File: src/pcg_consts.svh
// Register offsets, reset values and read defaults of the port C block
`ifndef PCG_CONSTS_SVH
`define PCG_CONSTS_SVH

`define PCG_ADDR_W          3
`define PCG_DATA_W          8

`define PCG_OFS_DIRECTION   3'h0
`define PCG_OFS_LATCH       3'h1
`define PCG_OFS_VIEW        3'h2
`define PCG_OFS_PULLUP      3'h3
`define PCG_OFS_OTYPE       3'h4

`define PCG_RST_DIRECTION   8'h00
`define PCG_RST_LATCH       8'h00
`define PCG_RST_PULLUP      8'h00
`define PCG_RST_OTYPE       8'h00

// Value returned for the write-only direction register
`define PCG_DIR_READ_VALUE  8'h00
// Value returned for an unmapped address or an idle read bus
`define PCG_IDLE_READ_VALUE 8'h00

`define PCG_BIT_CH0_TX      0
`define PCG_BIT_CH0_RX      1
`define PCG_BIT_CH0_CLK     2
`define PCG_BIT_CH1_TX      3
`define PCG_BIT_CH1_RX      4
`define PCG_BIT_CH1_CLK     5

`define PCG_SYNC_STAGES     2

`endif

File: src/pcg_pkg.sv
// Types shared by the port C block
package pcg_pkg;

    typedef enum logic [1:0] {
        PCG_FN_GP_IN   = 2'b00,
        PCG_FN_GP_OUT  = 2'b01,
        PCG_FN_PER_OUT = 2'b10,
        PCG_FN_PER_IN  = 2'b11
    } pcg_fn_t;

endpackage

File: src/pcg_sync.sv
// Two-flop synchroniser for pin levels
`timescale 1ns/1ps
module pcg_sync #(
    parameter int WIDTH = 8
) (
    input  wire logic             ref_clk,
    input  wire logic             nrst,
    input  wire logic [WIDTH-1:0] async_in,
    output logic      [WIDTH-1:0] sync_out
);

    logic [WIDTH-1:0] meta_r;
    logic [WIDTH-1:0] stable_r;

    always_ff @(posedge ref_clk or negedge nrst) begin
        if (!nrst) begin
            meta_r   <= '0;
            stable_r <= '0;
        end else begin
            meta_r   <= async_in;
            stable_r <= meta_r;
        end
    end

    assign sync_out = stable_r;

endmodule

File: src/pcg_pin_mux.sv
// Per-pin function select, drive and pull-up decision
`timescale 1ns/1ps
module pcg_pin_mux
    import pcg_pkg::*;
(
    input  wire logic dir,
    input  wire logic latch,
    input  wire logic otype,
    input  wire logic pull_sel,
    input  wire logic per_out_en,
    input  wire logic per_out_val,
    input  wire logic per_in_en,
    output pcg_fn_t   fn,
    output logic      drive_val,
    output logic      drive_en,
    output logic      pull_en
);

    always_comb begin
        // Peripheral input, then peripheral output, then direction bit
        if (per_in_en) begin
            fn = PCG_FN_PER_IN;
        end else if (per_out_en) begin
            fn = PCG_FN_PER_OUT;
        end else if (dir) begin
            fn = PCG_FN_GP_OUT;
        end else begin
            fn = PCG_FN_GP_IN;
        end
        drive_val = (fn == PCG_FN_PER_OUT) ? per_out_val : latch;
        // Open drain only pulls low; high side stays off
        drive_en  = ((fn == PCG_FN_GP_OUT) || (fn == PCG_FN_PER_OUT))
                    && (!otype || !drive_val);
        pull_en   = (fn == PCG_FN_GP_IN) && pull_sel;
    end

endmodule

File: src/pcg_port.sv
// Eight-bit general purpose port C with serial and interrupt pin sharing
//
// Added by the designer: the register offsets and the strobed register port.
`timescale 1ns/1ps
`include "pcg_consts.svh"
module pcg_port
    import pcg_pkg::*;
#(
    parameter int PORT_W = `PCG_DATA_W
) (
    input  wire logic                    ref_clk,
    input  wire logic                    nrst,
    // Register port
    input  wire logic [`PCG_ADDR_W-1:0]  reg_addr,
    input  wire logic [PORT_W-1:0]       reg_wdata,
    input  wire logic                    reg_wr,
    input  wire logic                    reg_rd,
    output logic      [PORT_W-1:0]       reg_rdata,
    // Serial channel one controls
    input  wire logic                    ch1_external_clock_select,
    input  wire logic                    ch1_sync_mode,
    input  wire logic                    ch1_clock_output_enable,
    input  wire logic                    ch1_receive_enable,
    input  wire logic                    ch1_transmit_enable,
    input  wire logic                    serial_ch1_clock_out,
    input  wire logic                    serial_ch1_transmit,
    output logic                         serial_ch1_clock_in,
    output logic                         serial_ch1_receive,
    // Serial channel zero controls
    input  wire logic                    ch0_external_clock_select,
    input  wire logic                    ch0_sync_mode,
    input  wire logic                    ch0_clock_output_enable,
    input  wire logic                    ch0_receive_enable,
    input  wire logic                    ch0_transmit_enable,
    input  wire logic                    serial_ch0_clock_out,
    input  wire logic                    serial_ch0_transmit,
    output logic                         serial_ch0_clock_in,
    output logic                         serial_ch0_receive,
    // Interrupt inputs fed from bits 2 and 5
    output logic                         external_interrupt_a,
    output logic                         external_interrupt_b,
    // Pads
    input  wire logic [PORT_W-1:0]       pin_in,
    output logic      [PORT_W-1:0]       pin_out,
    output logic      [PORT_W-1:0]       pin_oe,
    output logic      [PORT_W-1:0]       pin_pullup_en
);

    // Clock pin decode: {clock output, clock input}
    function automatic logic [1:0] clock_pin_fn(
        input logic ext_sel,
        input logic sync_mode,
        input logic out_en
    );
        logic clk_out;
        logic clk_in;
        clk_out = !ext_sel && (sync_mode || out_en);
        clk_in  = ext_sel;
        return {clk_out, clk_in};
    endfunction

    // Address match for a register access
    function automatic logic hit(
        input logic                   strobe,
        input logic [`PCG_ADDR_W-1:0] addr,
        input logic [`PCG_ADDR_W-1:0] ofs
    );
        return strobe && (addr == ofs);
    endfunction

    //------------------------------------------------------------
    // Configuration registers
    //------------------------------------------------------------
    logic [PORT_W-1:0] pin_direction_r;
    logic [PORT_W-1:0] pin_direction_nxt;
    logic [PORT_W-1:0] output_latch_r;
    logic [PORT_W-1:0] output_latch_nxt;
    logic [PORT_W-1:0] pullup_select_r;
    logic [PORT_W-1:0] pullup_select_nxt;
    logic [PORT_W-1:0] output_type_select_r;
    logic [PORT_W-1:0] output_type_select_nxt;

    always_comb begin
        pin_direction_nxt      = pin_direction_r;
        output_latch_nxt       = output_latch_r;
        pullup_select_nxt      = pullup_select_r;
        output_type_select_nxt = output_type_select_r;
        if (hit(reg_wr, reg_addr, `PCG_OFS_DIRECTION)) begin
            pin_direction_nxt = reg_wdata;
        end
        if (hit(reg_wr, reg_addr, `PCG_OFS_LATCH)) begin
            output_latch_nxt = reg_wdata;
        end
        if (hit(reg_wr, reg_addr, `PCG_OFS_PULLUP)) begin
            pullup_select_nxt = reg_wdata;
        end
        if (hit(reg_wr, reg_addr, `PCG_OFS_OTYPE)) begin
            output_type_select_nxt = reg_wdata;
        end
        // Writes to the view offset fall through untouched
    end

    always_ff @(posedge ref_clk or negedge nrst) begin
        if (!nrst) begin
            pin_direction_r      <= `PCG_RST_DIRECTION;
            output_latch_r       <= `PCG_RST_LATCH;
            pullup_select_r      <= `PCG_RST_PULLUP;
            output_type_select_r <= `PCG_RST_OTYPE;
        end else begin
            pin_direction_r      <= pin_direction_nxt;
            output_latch_r       <= output_latch_nxt;
            pullup_select_r      <= pullup_select_nxt;
            output_type_select_r <= output_type_select_nxt;
        end
    end

    //------------------------------------------------------------
    // Pin level synchronisation
    //------------------------------------------------------------
    logic [PORT_W-1:0] pin_sync;

    pcg_sync #(
        .WIDTH    (PORT_W)
    ) u_sync (
        .ref_clk  (ref_clk),
        .nrst     (nrst),
        .async_in (pin_in),
        .sync_out (pin_sync)
    );

    //------------------------------------------------------------
    // Peripheral claims on each pin
    //------------------------------------------------------------
    logic [PORT_W-1:0] per_out_en;
    logic [PORT_W-1:0] per_out_val;
    logic [PORT_W-1:0] per_in_en;
    logic [1:0]        ch1_clk_fn;
    logic [1:0]        ch0_clk_fn;

    always_comb begin
        per_out_en  = '0;
        per_out_val = '0;
        per_in_en   = '0;
        // Bits 7 and 6 stay plain general purpose
        ch1_clk_fn = clock_pin_fn(ch1_external_clock_select,
                                  ch1_sync_mode,
                                  ch1_clock_output_enable);
        ch0_clk_fn = clock_pin_fn(ch0_external_clock_select,
                                  ch0_sync_mode,
                                  ch0_clock_output_enable);
        // Channel one clock pin
        per_out_en[`PCG_BIT_CH1_CLK]  = ch1_clk_fn[1];
        per_out_val[`PCG_BIT_CH1_CLK] = serial_ch1_clock_out;
        per_in_en[`PCG_BIT_CH1_CLK]   = ch1_clk_fn[0];
        // Channel one receive and transmit
        per_in_en[`PCG_BIT_CH1_RX]    = ch1_receive_enable;
        per_out_en[`PCG_BIT_CH1_TX]   = ch1_transmit_enable;
        per_out_val[`PCG_BIT_CH1_TX]  = serial_ch1_transmit;
        // Channel zero clock pin
        per_out_en[`PCG_BIT_CH0_CLK]  = ch0_clk_fn[1];
        per_out_val[`PCG_BIT_CH0_CLK] = serial_ch0_clock_out;
        per_in_en[`PCG_BIT_CH0_CLK]   = ch0_clk_fn[0];
        // Channel zero receive and transmit
        per_in_en[`PCG_BIT_CH0_RX]    = ch0_receive_enable;
        per_out_en[`PCG_BIT_CH0_TX]   = ch0_transmit_enable;
        per_out_val[`PCG_BIT_CH0_TX]  = serial_ch0_transmit;
    end

    //------------------------------------------------------------
    // Per-pin function and drive
    //------------------------------------------------------------
    pcg_fn_t           pin_fn [PORT_W];
    logic [PORT_W-1:0] drive_val;
    logic [PORT_W-1:0] drive_en;
    logic [PORT_W-1:0] pull_en;

    for (genvar i = 0; i < PORT_W; i++) begin : g_pin
        pcg_pin_mux u_mux (
            .dir         (pin_direction_r[i]),
            .latch       (output_latch_r[i]),
            .otype       (output_type_select_r[i]),
            .pull_sel    (pullup_select_r[i]),
            .per_out_en  (per_out_en[i]),
            .per_out_val (per_out_val[i]),
            .per_in_en   (per_in_en[i]),
            .fn          (pin_fn[i]),
            .drive_val   (drive_val[i]),
            .drive_en    (drive_en[i]),
            .pull_en     (pull_en[i])
        );
    end

    //------------------------------------------------------------
    // Registered pad outputs
    //------------------------------------------------------------
    logic [PORT_W-1:0] pin_out_r;
    logic [PORT_W-1:0] pin_out_nxt;
    logic [PORT_W-1:0] pin_oe_r;
    logic [PORT_W-1:0] pin_oe_nxt;
    logic [PORT_W-1:0] pin_pullup_r;
    logic [PORT_W-1:0] pin_pullup_nxt;

    always_comb begin
        pin_out_nxt    = drive_val;
        pin_oe_nxt     = drive_en;
        pin_pullup_nxt = pull_en;
    end

    always_ff @(posedge ref_clk or negedge nrst) begin
        if (!nrst) begin
            pin_out_r    <= '0;
            pin_oe_r     <= '0;
            pin_pullup_r <= '0;
        end else begin
            pin_out_r    <= pin_out_nxt;
            pin_oe_r     <= pin_oe_nxt;
            pin_pullup_r <= pin_pullup_nxt;
        end
    end

    assign pin_out       = pin_out_r;
    assign pin_oe        = pin_oe_r;
    assign pin_pullup_en = pin_pullup_r;

    //------------------------------------------------------------
    // Levels handed to the serial channels and interrupt inputs
    //------------------------------------------------------------
    logic ch1_clk_in_r;
    logic ch1_clk_in_nxt;
    logic ch1_rx_r;
    logic ch1_rx_nxt;
    logic ch0_clk_in_r;
    logic ch0_clk_in_nxt;
    logic ch0_rx_r;
    logic ch0_rx_nxt;
    logic irq_a_r;
    logic irq_a_nxt;
    logic irq_b_r;
    logic irq_b_nxt;

    always_comb begin
        ch1_clk_in_nxt = pin_sync[`PCG_BIT_CH1_CLK];
        ch1_rx_nxt     = pin_sync[`PCG_BIT_CH1_RX];
        ch0_clk_in_nxt = pin_sync[`PCG_BIT_CH0_CLK];
        ch0_rx_nxt     = pin_sync[`PCG_BIT_CH0_RX];
        // Interrupt inputs always see the pad level
        irq_a_nxt      = pin_sync[`PCG_BIT_CH0_CLK];
        irq_b_nxt      = pin_sync[`PCG_BIT_CH1_CLK];
    end

    always_ff @(posedge ref_clk or negedge nrst) begin
        if (!nrst) begin
            ch1_clk_in_r <= 1'b0;
            ch1_rx_r     <= 1'b0;
            ch0_clk_in_r <= 1'b0;
            ch0_rx_r     <= 1'b0;
            irq_a_r      <= 1'b0;
            irq_b_r      <= 1'b0;
        end else begin
            ch1_clk_in_r <= ch1_clk_in_nxt;
            ch1_rx_r     <= ch1_rx_nxt;
            ch0_clk_in_r <= ch0_clk_in_nxt;
            ch0_rx_r     <= ch0_rx_nxt;
            irq_a_r      <= irq_a_nxt;
            irq_b_r      <= irq_b_nxt;
        end
    end

    assign serial_ch1_clock_in  = ch1_clk_in_r;
    assign serial_ch1_receive   = ch1_rx_r;
    assign serial_ch0_clock_in  = ch0_clk_in_r;
    assign serial_ch0_receive   = ch0_rx_r;
    assign external_interrupt_a = irq_a_r;
    assign external_interrupt_b = irq_b_r;

    //------------------------------------------------------------
    // Register read path
    //------------------------------------------------------------
    logic [PORT_W-1:0] pin_level_view;
    logic [PORT_W-1:0] rdata_r;
    logic [PORT_W-1:0] rdata_nxt;

    always_comb begin
        // Latch where output, synchronised pad where input
        pin_level_view = (pin_direction_r & output_latch_r)
                       | (~pin_direction_r & pin_sync);
        rdata_nxt = `PCG_IDLE_READ_VALUE;
        if (reg_rd) begin
            unique case (reg_addr)
                `PCG_OFS_DIRECTION: rdata_nxt = `PCG_DIR_READ_VALUE;
                `PCG_OFS_LATCH:     rdata_nxt = output_latch_r;
                `PCG_OFS_VIEW:      rdata_nxt = pin_level_view;
                `PCG_OFS_PULLUP:    rdata_nxt = pullup_select_r;
                `PCG_OFS_OTYPE:     rdata_nxt = output_type_select_r;
                default:            rdata_nxt = `PCG_IDLE_READ_VALUE;
            endcase
        end
    end

    always_ff @(posedge ref_clk or negedge nrst) begin
        if (!nrst) begin
            rdata_r <= `PCG_IDLE_READ_VALUE;
        end else begin
            rdata_r <= rdata_nxt;
        end
    end

    assign reg_rdata = rdata_r;

endmodule

File: config.mk
export PLATFORM = sky130hd
export DESIGN_NAME = pcg_port
export DESIGN_NICKNAME = d
export VERILOG_FILES = /design/src/pcg_pkg.sv /design/src/pcg_sync.sv /design/src/pcg_pin_mux.sv /design/src/pcg_port.sv
export VERILOG_INCLUDE_DIRS = /design/src
export SDC_FILE = /design/constraint.sdc
export NUM_CORES = 1
export LEC_CHECK = 0
export BUFFER_PORTS_ARGS = -buffer_cell sky130_fd_sc_hd__buf_2
export CORE_UTILIZATION = 43
export CTS_BUF_LIST = sky130_fd_sc_hd__clkbuf_4 sky130_fd_sc_hd__clkbuf_8
export DETAILED_ROUTE_END_ITERATION = 6
export PLACE_DENSITY = 0.69
export SYNTH_ARGS = -nofsm -noshare
export SYNTH_HDL_FRONTEND = slang
export SYNTH_HIERARCHICAL = 1
export SYNTH_SLANG_ARGS = --single-unit
File: constraint.sdc
create_clock -name ref_clk -period 1.8 [get_ports ref_clk]
set_input_delay 0.09 -clock ref_clk [delete_from_list [all_inputs] [get_ports ref_clk]]
set_output_delay 0.09 -clock ref_clk [all_outputs]
set_load 0.005 [all_outputs]
### After elaboration in Yosys (flattened, before gate mapping)

Index checks and enable logic that the tools add are counted.

| operators by class | value |
|---|---|
| equality and inequality tests | 20 |
| muxes and demuxes | 26 |
| bitwise operators | 4 |
| reductions and logical operators | 67 |

Operators by type and width:

| operator | count |
|---|---|
| $pmux W8 S4 | 1 |
| $logic_and A1 B1 Y1 | 22 |
| $logic_not A1 Y1 | 18 |
| $logic_or A1 B1 Y1 | 18 |
| $and A8 B8 Y8 | 2 |
| $logic_not A2 Y1 | 8 |
| $mux W1 | 16 |
| $mux W2 | 8 |
| $eq A2 B1 Y1 const B | 6 |
| $eq A2 B2 Y1 const B | 6 |
| $mux W8 | 1 |
| $not A8 Y8 | 1 |
| $or A8 B8 Y8 | 1 |
| $eq A3 B2 Y1 const B | 2 |
| $eq A1 B2 Y1 const B | 2 |
| $eq A3 B1 Y1 const B | 1 |
| $eq A3 B3 Y1 const B | 1 |
| $logic_not A3 Y1 | 1 |
| $eq A1 B1 Y1 const B | 2 |

| word-level totals | value |
|---|---|
| register bits after elaboration | 84 |
| output and inout bits | 38 |

### Depth between registers and ports, before layout

| logic depth | value |
|---|---|
| word-level depth | 9 |
| gate-level depth with buffers | 7 |
| mapped depth without buffers | 7 |

### Modules after synthesis

The synthesis kept the hierarchy.

Modules (own cells, without submodules):

| module | instances | cells an instance | area an instance (µm²) | seq. area each (µm²) |
|---|---|---|---|---|
| pcg_port | 1 | 156 | 2,558.7 | 1,701.6 |
| pcg_pin_mux | 8 | 10 | 81.3 | 0.0 |
| pcg_sync | 1 | 16 | 400.4 | 400.4 |

### Worst setup path before layout

OpenSTA, ideal clock, no wires.

| path | value |
|---|---|
| path type | input-to-reg |
| start | input port reg_addr[0] |
| end | register output_type_select_r[0] |
| setup time | 0.125 ns |
| arrival time | 1.196 ns |
| required time | 1.675 ns |
| slack | 0.479 ns |
| stages on the path | 5 |
| cells stage by stage | buf_2 > nor3b_4 > and2_4 > buf_12 > mux2_4 |

| on the way | value |
|---|---|
| word-level cells in the longest chain between the ends | 2 |

RTL lines:

| element | line | text |
|---|---|---|
| start: declaration | pcg_port.sv:14 | `` input wire logic [`PCG_ADDR_W-1:0] reg_addr, `` |
| $eq A3 B3 Y1 | pcg_port.sv:68 | `return strobe && (addr == ofs);` |
| $logic_and A1 B1 Y1 | pcg_port.sv:68 |  |
| end signal: assignment | pcg_port.sv:108 | `` output_type_select_r <= `PCG_RST_OTYPE; `` |
| end signal: assignment | pcg_port.sv:113 | `output_type_select_r <= output_type_select_nxt;` |
| end: declaration | pcg_port.sv:80 | `logic [PORT_W-1:0] output_type_select_r;` |

No other way between the ends.
A chain may end at the register's enable or synchronous reset.

### Worst setup path after layout

| path | value |
|---|---|
| start | register pin_direction_r[0] |
| end | register pin_oe_r[0], in the netlist pin_oe[0] |

| on the way | value |
|---|---|
| word-level cells in the longest chain between the ends | 7 |
| elaborated cells on any way between the ends | 9 |
| classes of those cells | eq/ne (2); mux (3); reduce/logical (4) |

RTL lines:

| element | line | text |
|---|---|---|
| start: declaration | pcg_port.sv:74 | `logic [PORT_W-1:0] pin_direction_r;` |
| start signal: assignment | pcg_port.sv:105 | `` pin_direction_r <= `PCG_RST_DIRECTION; `` |
| start signal: assignment | pcg_port.sv:110 | `pin_direction_r <= pin_direction_nxt;` |
| $mux W1 | pcg_pin_mux.sv:25 | `end else if (dir) begin` |
| $mux W2 | pcg_pin_mux.sv:23 | `end else if (per_out_en) begin` |
| $eq A2 B2 Y1 | pcg_pin_mux.sv:30 | `drive_val = (fn == PCG_FN_PER_OUT) ? per_out_val : latch;` |
| $mux W1 | pcg_pin_mux.sv:30 |  |
| named net drive_val[0] | pcg_port.sv:173 | `logic [PORT_W-1:0] drive_val;` |
| $logic_not A1 Y1 | pcg_pin_mux.sv:33 | `&& (!otype \|\| !drive_val);` |
| $logic_or A1 B1 Y1 | pcg_pin_mux.sv:33 |  |
| $logic_and A1 B1 Y1 | pcg_pin_mux.sv:33 |  |
| named net drive_en[0] | pcg_port.sv:174 | `logic [PORT_W-1:0] drive_en;` |
| end signal: assignment | pcg_port.sv:216 | `pin_oe_r <= pin_oe_nxt;` |
| end: declaration | pcg_port.sv:198 | `logic [PORT_W-1:0] pin_oe_r;` |

The timed path passes the listed nets, and every way through them passes these cells.

==> metrics.txt <==
worst rel slew slack=54.1%; DIE HEIGHT=roughly 93 um; Switch Pwr=1090 uW; reg2reg start=pin_direction_r[0]; period utilization=76.6%; Worst EP required=between 2 and 2.5 ns; maximum VDD drop=around 0.40 mV; Pwr Total=around 4300 uW; Worst path slowest cell=dfrtp_1; Layout Area Growth over Synthesis=24.1%; max-slew violation count=0; clk slew on worst S/H paths=approximately 0.08 ns; FF-to-FF setup slack=0.42 ns; Routed WL=~6.9 mm; Int Pwr=roughly 3200 uW; Reg2Reg Depth=4; share of layout cells above drive strength 1=around 43%; Layout Skew=~0.0044 ns; kind of critical path=reg2reg; Fin. Hold Viols=0; drt first pass iters=5; Worst EP arrival=between 1.5 and 2 ns; wire length of the first global-routing pass=11.1 mm; Post-Synthesis Cells=around 240; PD cells=973 nW/um2; WL/cell=between 10 and 15 um; leak pwr=~0.0022 uW; DRC=0; DR vias=2264; max cap viols=0; vias in the first global route=~2300; Core ar.=approximately 7800 um2; Sw Share=25.5%; most common cell after layout, fill and taps aside=dfrtp_1; CTS root buffer=clkbuf_8; largest net degree at the start of global routing=38; Yosys warning total=6; vias per cell=roughly 4.9; Max Clk Rate=between 700 and 800 MHz; Die X=between 90 and 100 um; clock buffer depth=2; Post-Layout Cell Count=464; post-route minimum period=roughly 1.4 ns; H-tree Lvls=3; Die ar.=~8600 um2; worst slew pin tran=around 0.68 ns; critical path cell sequence=a21oi_1, ha_1, mux2_4, a21boi_2; DP Cell Count=between 400 and 500; reg2reg end=pin_oe[0]; Gate power share=about 17%; DR iter-0 viols=approximately 120; synthesized area=roughly 3500 um2; Reg power frac=between 50 and 60%; number of routed nets with antenna violations=0; CP top delay family=flip-flops; # setup viols final=0; hold slack=0.0229 ns; Overflow after GRT=0; hold path cells=2; clk sink count=between 80 and 90; highest-count cells in the layout ignoring fill and taps=dfrtp_1 (84), buf_2 (73), mux2_2 (32), conb_1 (20); crit end category=flip-flop; Initial Utilization=between 40% and 50%; beginning of the worst hold path=reg_wdata[2]; DP HPWL=around 5 mm; post-CTS setup buffers=0; GP Congestion=0.801; run status=finished, final reports clean; Rows=32; setup TNS=0 ns; CTS Buf Count=9; Setup crit start kind=flip-flop; RSZ-0062 raised after global routing=false; CP peak stage delay=0.40 ns; clk_lat worst skew=between 0.3 and 0.4 ns; Total GRT Usage=around 17%; IO Count=between 70 and 80; CP Launch Point=pin_direction_r[0]; Clock power frac=between 20% and 30%; average size of a mapped cell=14.5 um2; Final #Nets=410; initial antenna violation count=1; Worst Path Max Fanout=3; Hold EP=output_type_select_r[2]; Buffers & Inverters on Critical Path=0; worst hold path type=in2reg; CTS tree=done; PortBufs=74
state kept, by name, summed over array words and instances (netlist names), 8 cells and up:
name	cells
output_latch_r	8
output_type_select_r	8
pin_direction_r	8
pin_oe	8
pin_out	8
pin_pullup_en	8
pullup_select_r	8
reg_rdata	8
u_sync/meta_r	8
u_sync/sync_out	8
power groups by stage:
stage	Combinational (uW)	Clock, uW	Sequential (uW)
finish	735	1200	2350
global route	811	1330	2380
CTS	747	1230	2350
detailed placement	724	0	2380
global placement	696	0	2380
floorplan	461	0	2330
metrics by stage:
step                      worst slack (ns)  util (%)  area, um2
after detailed placement             0.342      52.2       4100
final                                0.420      56.2       4410
after global placement               0.381      52.2       4100
after global routing                 0.344      56.2       4410
after CTS                            0.414      56.1       4400
after floorplan                      0.479         -       3620
layout make-up:
class	count	area (um2)
Antenna cell	1	2.50
Clock buffer	13	166
Clock inverter	2	10.0
Fill cell	697	3440
Inverter	16	60.1
Multi-Input combinational cell	154	1400
Sequential cell	84	2100
Tap cell	102	128
Timing Repair Buffer	92	541
what timing repair did:
item,in CTS,in global routing
hold endpoints to repair,46,0
hold buffers,13,0
gates resized for setup,0,0
routing by layer:
| layer | part of all wire (%) | global-route usage [%] | up-vias |
|---|---|---|---|
| li1 | - | - | 1059 |
| met1 | 43 | 22.7 | 1100 |
| met2 | 48 | 26.7 | 90 |
| met3 | 5.9 | 5.01 | 15 |
| met4 | 3.1 | 7.56 | 0 |
| met5 | 0 | 0 | - |
how the worst max path moves through the flow:
stage	endpoint	cells after the start
2_1_floorplan	output_type_select_r[0]	5
3_3_place_gp	reg_rdata[7]	4
3_5_place_dp	output_type_select_r[0]	4
4_1_cts	pin_oe[0]	4
5_1_grt	pin_oe[4]	4
6_report	pin_oe[0]	4
Power figures use the tool's default switching activity.
